$ cat config.mk
export PLATFORM = sky130hd
export DESIGN_NAME = vga_graphics_plane_control
export DESIGN_NICKNAME = d
export VERILOG_FILES = /design/src/rtl/gfx_plane_pkg.sv /design/src/rtl/plane_write_merge.sv /design/src/rtl/vga_graphics_plane_control.sv
export SDC_FILE = /design/constraint.sdc
export NUM_CORES = 1
export LEC_CHECK = 0
export BUFFER_PORTS_ARGS = -buffer_cell sky130_fd_sc_hd__buf_2
export CORE_MARGIN = 2
export CORE_UTILIZATION = 43
export CTS_CLUSTER_DIAMETER = 50
export DETAILED_ROUTE_END_ITERATION = 12
export PLACE_DENSITY = 0.66
export SLEW_MARGIN = 20
export SYNTH_ARGS = -nofsm -noshare
export SYNTH_HDL_FRONTEND = slang
export SYNTH_SLANG_ARGS = --single-unit
$ cat constraint.sdc
create_clock -name clk -period 3.3 [get_ports clk]
set_clock_uncertainty 0.1 [all_clocks]
set_input_delay 0.33 -clock clk [delete_from_list [all_inputs] [get_ports clk]]
set_output_delay 0.33 -clock clk [all_outputs]
set_load 0.02 [all_outputs]
$ cat src/rtl/gfx_plane_pkg.sv
// Constants for the graphics/attribute register slice.
// Assumes host I/O decode supplies a 16-bit port address per access.
package gfx_plane_pkg;
    // I/O port addresses
    localparam logic [15:0] PORT_GFX_INDEX  = 16'h03CE;
    localparam logic [15:0] PORT_GFX_DATA   = 16'h03CF;
    localparam logic [15:0] PORT_ATTR_WRITE = 16'h03C0;
    localparam logic [15:0] PORT_ATTR_READ  = 16'h03C1;
    localparam logic [15:0] PORT_STATUS1_M  = 16'h03BA;
    localparam logic [15:0] PORT_STATUS1_C  = 16'h03DA;
    // Graphics register offsets
    localparam logic [7:0]  OFS_MISC        = 8'h06;
    localparam logic [7:0]  OFS_DONT_CARE   = 8'h07;
    localparam logic [7:0]  OFS_WRITE_MASK  = 8'h08;
    // Attribute mode register index
    localparam logic [4:0]  ATTR_MODE_IDX   = 5'h10;
    // Field positions
    localparam int MISC_GSEL_BIT  = 0;
    localparam int MISC_CHAIN_BIT = 1;
    localparam int MISC_MAP_LO    = 2;
    localparam int ATTR_PAS_BIT   = 5;
    // Reset values (documented as undefined; zero chosen)
    localparam logic [7:0]  RST_REG         = 8'h00;
    // Memory window bases and ends (address bits 19:0)
    localparam logic [19:0] WIN_A0000       = 20'hA_0000;
    localparam logic [19:0] WIN_B0000       = 20'hB_0000;
    localparam logic [19:0] WIN_B7FFF       = 20'hB_7FFF;
    localparam logic [19:0] WIN_B8000       = 20'hB_8000;
    localparam logic [19:0] WIN_BFFFF       = 20'hB_FFFF;
    // Memory-map field encodings
    localparam logic [1:0]  MAP_128K_A      = 2'b00;
    localparam logic [1:0]  MAP_128K_B      = 2'b01;
    localparam logic [1:0]  MAP_32K_MONO    = 2'b10;
    localparam logic [1:0]  MAP_32K_COLOR   = 2'b11;
    typedef enum logic [0:0] {
        FF_INDEX = 1'b0,
        FF_DATA  = 1'b1
    } attr_ff_t;
endpackage

$ cat src/rtl/plane_write_merge.sv
// Per-plane write merge: bit mask picks new data or the read latch.
// Assumes 4 planes of 8 bits packed plane 3 down to plane 0.
`timescale 1ns/100ps
module plane_write_merge #(
    parameter int PLANES = 4,
    parameter int WIDTH  = 8
) (
    // Inputs
    input  wire logic [PLANES*WIDTH-1:0] new_data,
    input  wire logic [PLANES*WIDTH-1:0] latch_data,
    input  wire logic [WIDTH-1:0]        plane_bit_mask,
    // Result
    output logic      [PLANES*WIDTH-1:0] merged
);
    always_comb begin
        for (int p = 0; p < PLANES; p++) begin
            merged[p*WIDTH +: WIDTH] =
                (new_data[p*WIDTH +: WIDTH] & plane_bit_mask) |
                (latch_data[p*WIDTH +: WIDTH] & ~plane_bit_mask);
        end
    end
endmodule

$ cat src/rtl/vga_graphics_plane_control.sv
// Graphics misc/don't-care/bit-mask registers and attribute index port.
// Assumes one host I/O access per io_wr/io_rd pulse, synchronous to clk.
//
// Behaviour
// - Graphics registers reached via index port then data port; misc at 6
// - Upper four bits of misc and don't-care read as zero
// - Memory-map field selects host window 128K, B0000 32K or B8000 32K
// - Chain bit stored and read back, no other effect
// - Graphics-select one means graphics, zero means alphanumeric
// - Graphics-select mirrors bit 0 of attribute mode register
// - Don't-care bit one drops that plane from compare
// - Mask bit zero leaves that bit unchanged in every plane
// - Masked-off bits written from the read latch
// - Mask applies to all host writes and all planes together
// - One write port loads attribute index then selected data
// - Flip-flop toggles each attribute write, selects index or data
// - Status register one read forces flip-flop to index state
// - Compare read mode returns per-bit compare result across planes not dropped by don't-care
// - Attribute index field selects data register for access
// - Palette source zero blanks display, allows palette writes
`timescale 1ns/100ps
module vga_graphics_plane_control
    import gfx_plane_pkg::*;
#(
    parameter int PLANES = 4,
    parameter int WIDTH  = 8
) (
    // Clock and reset
    input  wire logic                    clk,
    input  wire logic                    rstn,
    input  wire logic                    clk_en,
    // Host I/O port access
    input  wire logic [15:0]             io_addr,
    input  wire logic                    io_wr,
    input  wire logic                    io_rd,
    input  wire logic [7:0]              io_wdata,
    output logic      [7:0]              io_rdata,
    output logic                         io_rdata_valid,
    // Attribute data register side
    output logic      [4:0]              attr_data_sel,
    output logic                         attr_data_wr,
    output logic      [7:0]              attr_data_wdata,
    input  wire logic [7:0]              attr_data_rdata,
    // Host memory side
    input  wire logic [19:0]             mem_addr,
    output logic                         mem_claim,
    input  wire logic                    mem_rd,
    input  wire logic                    mem_wr,
    input  wire logic [PLANES*WIDTH-1:0] mem_new_data,
    input  wire logic [PLANES*WIDTH-1:0] plane_rdata,
    input  wire logic [3:0]              color_compare,
    input  wire logic                    read_mode_select,
    output logic      [PLANES*WIDTH-1:0] plane_wdata,
    output logic                         plane_we,
    output logic      [WIDTH-1:0]        compare_result,
    // Display control
    output logic                         graphics_select,
    output logic                         display_blank,
    output logic                         palette_wr_enable
);
    logic [7:0]              gfx_index_ff;
    logic [7:0]              graphics_misc_reg_ff;
    logic [3:0]              color_dont_care_reg_ff;
    logic [7:0]              plane_write_mask_reg_ff;
    logic [7:0]              attribute_index_reg_ff;
    logic                    attr_gsel_ff;
    attr_ff_t                attr_ff;
    logic [PLANES*WIDTH-1:0] read_latch_ff;
    logic [PLANES*WIDTH-1:0] merged;

    function automatic logic in_range(input logic [19:0] a,
                                      input logic [19:0] lo,
                                      input logic [19:0] hi);
        return (a >= lo) && (a <= hi);
    endfunction

    wire logic acc_gidx = clk_en && (io_addr == PORT_GFX_INDEX);
    wire logic acc_gdat = clk_en && (io_addr == PORT_GFX_DATA);
    wire logic acc_attr = clk_en && (io_addr == PORT_ATTR_WRITE);
    wire logic acc_stat = clk_en && ((io_addr == PORT_STATUS1_M) ||
                                     (io_addr == PORT_STATUS1_C));
    wire logic attr_data_phase = acc_attr && io_wr && (attr_ff == FF_DATA);
    wire logic mode_write = attr_data_phase &&
        (attribute_index_reg_ff[4:0] == ATTR_MODE_IDX);

    always_ff @(posedge clk or negedge rstn) begin
        if (!rstn) begin
            gfx_index_ff <= RST_REG;
        end else if (acc_gidx && io_wr) begin
            gfx_index_ff <= io_wdata;
        end
    end

    always_ff @(posedge clk or negedge rstn) begin
        if (!rstn) begin
            graphics_misc_reg_ff    <= RST_REG;
            color_dont_care_reg_ff  <= RST_REG[3:0];
            plane_write_mask_reg_ff <= RST_REG;
        end else begin
            if (acc_gdat && io_wr) begin
                case (gfx_index_ff)
                    OFS_MISC:       graphics_misc_reg_ff    <= io_wdata;
                    OFS_DONT_CARE:  color_dont_care_reg_ff  <= io_wdata[3:0];
                    OFS_WRITE_MASK: plane_write_mask_reg_ff <= io_wdata;
                    default: ;
                endcase
            end else if (mode_write) begin
                graphics_misc_reg_ff[MISC_GSEL_BIT] <= io_wdata[0];
            end
        end
    end

    always_ff @(posedge clk or negedge rstn) begin
        if (!rstn) begin
            attr_ff <= FF_INDEX;
        end else if (acc_stat && io_rd) begin
            attr_ff <= FF_INDEX;
        end else if (acc_attr && io_wr) begin
            attr_ff <= (attr_ff == FF_INDEX) ? FF_DATA : FF_INDEX;
        end
    end

    always_ff @(posedge clk or negedge rstn) begin
        if (!rstn) begin
            attribute_index_reg_ff <= RST_REG;
        end else if (acc_attr && io_wr && attr_ff == FF_INDEX) begin
            attribute_index_reg_ff <= {2'b00, io_wdata[5:0]};
        end
    end

    always_ff @(posedge clk or negedge rstn) begin
        if (!rstn) begin
            attr_data_wr    <= 1'b0;
            attr_data_sel   <= 5'h00;
            attr_data_wdata <= RST_REG;
            attr_gsel_ff    <= 1'b0;
        end else if (clk_en) begin
            attr_data_wr    <= attr_data_phase;
            attr_data_sel   <= attribute_index_reg_ff[4:0];
            attr_data_wdata <= io_wdata;
            if (acc_gdat && io_wr && gfx_index_ff == OFS_MISC) begin
                attr_gsel_ff <= io_wdata[0];
            end else if (mode_write) begin
                attr_gsel_ff <= io_wdata[0];
            end
        end
    end

    // Register read-back
    always_ff @(posedge clk or negedge rstn) begin
        if (!rstn) begin
            io_rdata       <= RST_REG;
            io_rdata_valid <= 1'b0;
        end else if (clk_en) begin
            io_rdata_valid <= io_rd;
            if (io_rd) begin
                io_rdata <= RST_REG;
                if (io_addr == PORT_GFX_INDEX) begin
                    io_rdata <= gfx_index_ff;
                end else if (io_addr == PORT_GFX_DATA) begin
                    case (gfx_index_ff)
                        OFS_MISC: io_rdata <= {4'h0,
                                               graphics_misc_reg_ff[3:0]};
                        OFS_DONT_CARE: io_rdata <= {4'h0,
                                                    color_dont_care_reg_ff};
                        OFS_WRITE_MASK: io_rdata <= plane_write_mask_reg_ff;
                        default: io_rdata <= RST_REG;
                    endcase
                end else if (io_addr == PORT_ATTR_WRITE) begin
                    io_rdata <= attribute_index_reg_ff;
                end else if (io_addr == PORT_ATTR_READ) begin
                    io_rdata <= attr_data_rdata;
                end
            end
        end
    end

    always_ff @(posedge clk or negedge rstn) begin
        if (!rstn) begin
            mem_claim <= 1'b0;
        end else if (clk_en) begin
            case (graphics_misc_reg_ff[MISC_MAP_LO +: 2])
                MAP_128K_A, MAP_128K_B:
                    mem_claim <= in_range(mem_addr, WIN_A0000, WIN_BFFFF);
                MAP_32K_MONO:
                    mem_claim <= in_range(mem_addr, WIN_B0000, WIN_B7FFF);
                MAP_32K_COLOR:
                    mem_claim <= in_range(mem_addr, WIN_B8000, WIN_BFFFF);
                default: mem_claim <= 1'b0;
            endcase
        end
    end

    // Read latch and colour compare
    always_ff @(posedge clk or negedge rstn) begin
        if (!rstn) begin
            read_latch_ff  <= '0;
            compare_result <= '0;
        end else if (clk_en && mem_rd) begin
            read_latch_ff <= plane_rdata;
            if (read_mode_select) begin
                for (int b = 0; b < WIDTH; b++) begin
                    compare_result[b] <= 1'b1;
                    for (int p = 0; p < PLANES; p++) begin
                        if (!color_dont_care_reg_ff[p] &&
                            plane_rdata[p*WIDTH+b] != color_compare[p]) begin
                            compare_result[b] <= 1'b0;
                        end
                    end
                end
            end
        end
    end

    plane_write_merge #(
        .PLANES (PLANES),
        .WIDTH  (WIDTH)
    ) u_merge (
        .new_data       (mem_new_data),
        .latch_data     (read_latch_ff),
        .plane_bit_mask (plane_write_mask_reg_ff),
        .merged         (merged)
    );

    always_ff @(posedge clk or negedge rstn) begin
        if (!rstn) begin
            plane_wdata <= '0;
            plane_we    <= 1'b0;
        end else if (clk_en) begin
            plane_we <= mem_wr;
            if (mem_wr) begin
                plane_wdata <= merged;
            end
        end
    end

    always_ff @(posedge clk or negedge rstn) begin
        if (!rstn) begin
            graphics_select   <= 1'b0;
            display_blank     <= 1'b1;
            palette_wr_enable <= 1'b1;
        end else if (clk_en) begin
            graphics_select   <= graphics_misc_reg_ff[MISC_GSEL_BIT];
            display_blank     <= !attribute_index_reg_ff[ATTR_PAS_BIT];
            palette_wr_enable <= !attribute_index_reg_ff[ATTR_PAS_BIT];
        end
    end
endmodule

Yosys cells after proc, flatten, opt, wreduce, memory -nomap -nowiden. Index checks and enable logic that the tools add are counted.

Order comparisons: 5. Reduce and logical (&&, ||, !) cells: 64. Muxes and demuxes: 44. Eq/ne operators: 46. Bitwise logic cells: 14.

Operator list (number): $eq A16 B10 Y1 const B (6); $and A8 B8 Y8 (8); $ge A20 B20 Y1 const B (3); $logic_and A1 B1 Y1 (47); $le A20 B20 Y1 const B (2); $mux W1 (38); $mux W8 (4); $ne A1 B1 Y1 (32); $or A8 B8 Y8 (4); $pmux W8 S3 (1); $eq A8 B3 Y1 const B (2); $reduce_and A2 Y1 (7); $eq A8 B4 Y1 const B (1); $not A8 Y8 (1); $eq A5 B5 Y1 const B (1); $logic_not A1 Y1 (5); $eq A2 B2 Y1 const B (2); $reduce_bool A2 Y1 (2); $pmux W1 S3 (1); $eq A2 B1 Y1 const B (1); $logic_not A2 Y1 (1); $ne A2 B1 Y1 const B (1); $reduce_or A2 Y1 (1); $logic_or A1 B1 Y1 (1); $not A1 Y1 (1).

Bits of input ports: 128. Register bits: 130. Word-level logic and storage cells: 192.

Depth between registers and ports, before layout.
Depth in word-level cells: 7. Depth in mapped cells: 7.

Modules after synthesis. From an unflattened synthesis, not the netlist that was laid out.

Cell total of the unflattened synthesis: 468. Area total of the unflattened synthesis: 6187.2 um^2.

By module, submodules not included: vga_graphics_plane_control (instances 1, area an instance 5826.8 um^2, cells each 436); plane_write_merge (instances 1, area an instance 360.3 um^2, cells each 32).

Least setup slack after synthesis. Ideal clock, no wire load.

Kind: input -> register. Start: input io_addr[12]. End: register graphics_misc_reg_ff[1]. Data arrival time: 2469 ps. Path slack: 606 ps. Cell stages on the path: 6. Buffers on the path: 1. Path through: or4b_1 -> or3_1 -> buf_2 -> or4_4 -> or3_4 -> mux2_4.

Word-level cells in the longest chain between the ends: 4.

RTL lines: start: declaration (RTL line vga_graphics_plane_control.sv:33) `input wire logic [15:0] io_addr,`; $eq A16 B10 Y1 (RTL line vga_graphics_plane_control.sv:78) `wire logic acc_gdat = clk_en && (io_addr == PORT_GFX_DATA);`; $logic_and A1 B1 Y1 (RTL line vga_graphics_plane_control.sv:78); $logic_and A1 B1 Y1; $reduce_and A2 Y1 (no line); end signal: assignment (RTL line vga_graphics_plane_control.sv:102) `OFS_MISC: graphics_misc_reg_ff <= io_wdata;`; end signal: indexed assignment (RTL line vga_graphics_plane_control.sv:108) `graphics_misc_reg_ff[MISC_GSEL_BIT] <= io_wdata[0];`; end: declaration (RTL line vga_graphics_plane_control.sv:62) `logic [7:0] graphics_misc_reg_ff;`.

Every way passes these cells. A chain may end at the register's enable or synchronous reset.

Worst setup path after layout.
Start: register gfx_index_ff[0]. End: register plane_write_mask_reg_ff[7].

Word-level cells in the longest chain between the ends: 2.

RTL lines: start: declaration (RTL line vga_graphics_plane_control.sv:61) `logic [7:0] gfx_index_ff;`; start signal: assignment (RTL line vga_graphics_plane_control.sv:90) `gfx_index_ff <= io_wdata;`; $eq A8 B4 Y1 (RTL line vga_graphics_plane_control.sv:101) `case (gfx_index_ff)`; $reduce_and A2 Y1 (no line); end signal: assignment (RTL line vga_graphics_plane_control.sv:104) `OFS_WRITE_MASK: plane_write_mask_reg_ff <= io_wdata;`; end: declaration (RTL line vga_graphics_plane_control.sv:64) `logic [7:0] plane_write_mask_reg_ff;`.

Every way passes these cells.

==> results.txt <==
----------------------------------------------------
[Run status]
  Run status ... finished, final reports clean

[Drt]
  Wire per inst ... 18.23 µm
  Number of vias in the routed layout ... 4673
  Detailed router's first-iteration violation count ... 200
  Drt via density ... 5.298
  TritonRoute pass-1 iters ... 5
  Routed wire length ... 16.08 mm
  Antenna violation net count after detailed routing ... 0
  Post-detailed-route DRC marker count ... 0

[Synthesis]
  Portion of the post-synthesis area used by sequential elements ... 53.29%
  Cell area after synthesis ... 6107 µm²
  Cell taking the most area after synthesis ... dfrtp_1
  Number of synthesis warnings ... 0
  Count of distinct cell types in the synthesized netlist ... 45
  Most used flip-flop cell after synthesis ... dfrtp_1
  Asr flop ratio synth ... 100.0%
  Mapped Avg Cell Area ... 11.70 µm²
  Number of enable flip-flop cells after synthesis ... 0
  Biggest area contributors in the synthesized netlist ... dfrtp_1 53%, mux2_2 14%, mux2i_1 6.7%
  Flop and latch count out of synthesis ... 130
  Synthesized net count ... 650
  Share of the synthesized area in the top cell type ... 52.86%
  Mapped Cells ... 522

[Timing]
  Min Tclk post-route ... 2.664 ns
  Final cycle utilization of the critical path ... 80.74%
  Number of failing setup endpoints in the final timing report ... 0
  Count of endpoints failing hold in the final timing report ... 0
  Slew Viols, Final ... 0
  Upper clock frequency limit ... 375.3 MHz
  Setup repair after global routing missed its margin ... no
  Setup total negative slack ... 0 ns
  Transition time at the pin with the least slew margin ... 0.8107 ns
  Worst hold margin ... 0.07609 ns
  Worst max-slew margin expressed relative to the limit ... 45.45%
  Setup WS post-layout ... 0.6357 ns

[Critical path]
  Longest individual stage delay on the worst path ... 0.67 ns
  Critical Path, Cell by Cell ... nor4b_1 -> and2_1 -> and4_1 -> mux2_2
  Number of cells on the critical path ... 4
  Worst Path Buf+Inv ... 0
  Logic depth of the worst register-to-register path ... 4
  Worst setup path startpoint ... gfx_index_ff[0]
  CP Data Required Time ... 3.49 ns
  Kind of critical path ... flip-flop to flip-flop
  Worst-path cell with the longest stage delay ... nor4b_1
  Worst flop-to-flop path startpoint ... gfx_index_ff[0]
  Largest fanout of any net on the critical path ... 10
  Worst Setup Start Kind ... flip-flop
  Data arrival time of the critical path ... 2.85 ns
  Type of destination of the critical path ... flip-flop
  Category of cells accounting for the largest share of critical-path delay ... simple AND/OR/NAND/NOR gates

[Global routing]
  Grt ovf ... 0
  Pin count of the biggest net entering global routing ... 79
  Vias in the first global route ... 4890
  Antenna violations before repair ... 0
  Global-route wire length before repair ... 25.22 mm
  Overall track demand over capacity in global routing ... 22.14%

[Final layout]
  # nets final ... 817
  Share of the core filled with cells ... 55.62%
  Syn-to-layout area delta ... 26.41%
  Fillers ... 1218
  Count of placed standard cells in the final layout, fillers left out ... 882
  Final non-filler cell area ... 7720 µm²
  Ratio of cells with drive above 1 in the final layout ... 42.88%
  ANT cells ... 0

[Pwr]
  Power density cells ... 548.0 nW/µm²
  Total power of the final layout ... 4.230 mW
  Reported leakage power ... 3.473 nW
  Max rail drop VDD ... 0.2830 mV

[Clocking]
  Post-CTS resize count ... 0
  Root buffer selected by CTS ... clkbuf_16
  Post-CTS setup-driven buffer insertion count ... 0
  Clock-pin transition on the worst setup and hold timing paths ... 0.06 ns
  Num Clock Sinks ... 130
  Num CTS Buffers ... 17
  CTS tree ... yes
  CTS hold repair buffers ... 1
  Worst skew pair latency ... 0.41 ns
  Number of buffers on the longest clock path ... 2
  Count of H-tree levels built during CTS ... 4

[Min path]
  Hold path depth ... 2
  Min-delay src ... plane_rdata[1]
  Min-delay worst type ... input port to flip-flop

[Placed design]
  Post-detailed-placement cell area ... 7162 µm²
  Number of placed instances, taps included ... 849
  Estimated wirelength of the detail-placed design ... 12.00 mm
  Post-place setup slack ... 0.4204 ns
  Port Buffer Count ... 180
  Final GP Congestion ... 0.8238

[Floorplan]
  Die X ... 123.2 µm
  Effective utilization at floorplan ... 44.00%
  FP Rows ... 43
  Die span in y ... 123.2 µm
  Placeable core area ... 13880 µm²
  Top Ports ... 196
  Area of the die ... 15170 µm²

[Flow run]
  Number of max-cap violations ... 0

----------------------------------------------------
==> state kept, by name, indices dropped and copies added, names as in the netlist, 5 cells and up <==
register                 flops
plane_wdata                 32
read_latch_ff               32
attr_data_wdata              8
compare_result               8
gfx_index_ff                 8
io_rdata                     8
plane_write_mask_reg_ff      8
attribute_index_reg_ff       6
attr_data_sel                5
==> final timing paths <==
| path | endpoint | slack (ns) |
|---|---|---|
| min in group asynchronous | attr_data_sel[3] | 0.40 |
| min | read_latch_ff[1] | 0.08 |
| min reg2reg | display_blank | 0.35 |
| max reg2reg | plane_write_mask_reg_ff[7] | 0.64 |
| max | plane_write_mask_reg_ff[7] | 0.64 |
| max in group asynchronous | plane_wdata[6] | 1.95 |
==> cells in the final DEF (no fill, tap or decap), types with 3 or more instances in the layout <==
cell type	netlist	final
o21ai_0	6	6
buf_2	2	179
buf_4	1	5
nor2_1	48	48
clkbuf_1	19	6
o31ai_1	10	10
a22oi_1	5	5
mux2_2	75	75
xnor2_1	34	34
nand3_1	6	6
nand4_1	4	4
nor4_1	4	4
clkbuf_16	0	17
mux2_4	3	3
a21oi_1	37	37
mux2i_1	41	41
o211ai_1	4	4
clkbuf_8	0	3
nand2_1	20	20
dfrtp_1	129	129
clkinv_2	0	4
o22ai_1	16	16
inv_1	7	7
==> report_power, final <==
group          internal (mW)  switching [mW]
sequential              1.75          0.0806
combinational          0.282           0.377
clock                   1.09           0.650
==> Yosys cell counts, types with 2 or more instances <==
library cell / count
and4_1: 2
dfrtp_1: 129
o22ai_1: 16
inv_1: 7
a221oi_1: 2
o21ai_0: 6
nor2_1: 48
or3_1: 2
o211ai_1: 4
xnor2_1: 34
a31oi_1: 2
a21oi_1: 37
and2_1: 3
nand3_1: 6
mux2_4: 3
mux2_2: 75
nor4_1: 4
nand2_1: 20
o31ai_1: 10
clkbuf_1: 19
a41oi_1: 2
mux2i_1: 41
a22oi_1: 5
buf_1: 18
o221a_2: 2
buf_2: 2
a31o_2: 2
nand4_1: 4
==> per-layer routing <==
metal | wire length [µm] | global-route usage, % | vias up
met4 | 199 | 7.457 | 0
met2 | 7666 | 36.06 | 198
met5 | 0 | 0 | -
met1 | 6836 | 27.31 | 2266
met3 | 1372 | 7.980 | 17
li1 | - | - | 2192
==> logic make-up after synthesis <==
family | count (synthesis) | share of synthesized area, %
compound gates | 91 | 9.322
buf+inv | 47 | 2.991
flops | 130 | 53.29
mux | 119 | 21.29
xor+xnor | 34 | 4.876
simple gates | 101 | 8.236
==> layout make-up <==
cell class                      count  area (µm²)  area share, %
Clock buffer                       26       489.2          6.337
Tap cell                          180       225.2          2.917
Timing Repair Buffer              188       994.7          12.88
Inverter                            7       26.28         0.3404
Multi-Input combinational cell    345        2671          34.60
Clock inverter                      6       58.81         0.7618
Sequential cell                   130        3254          42.16
(Power assumes the default switching activity.)
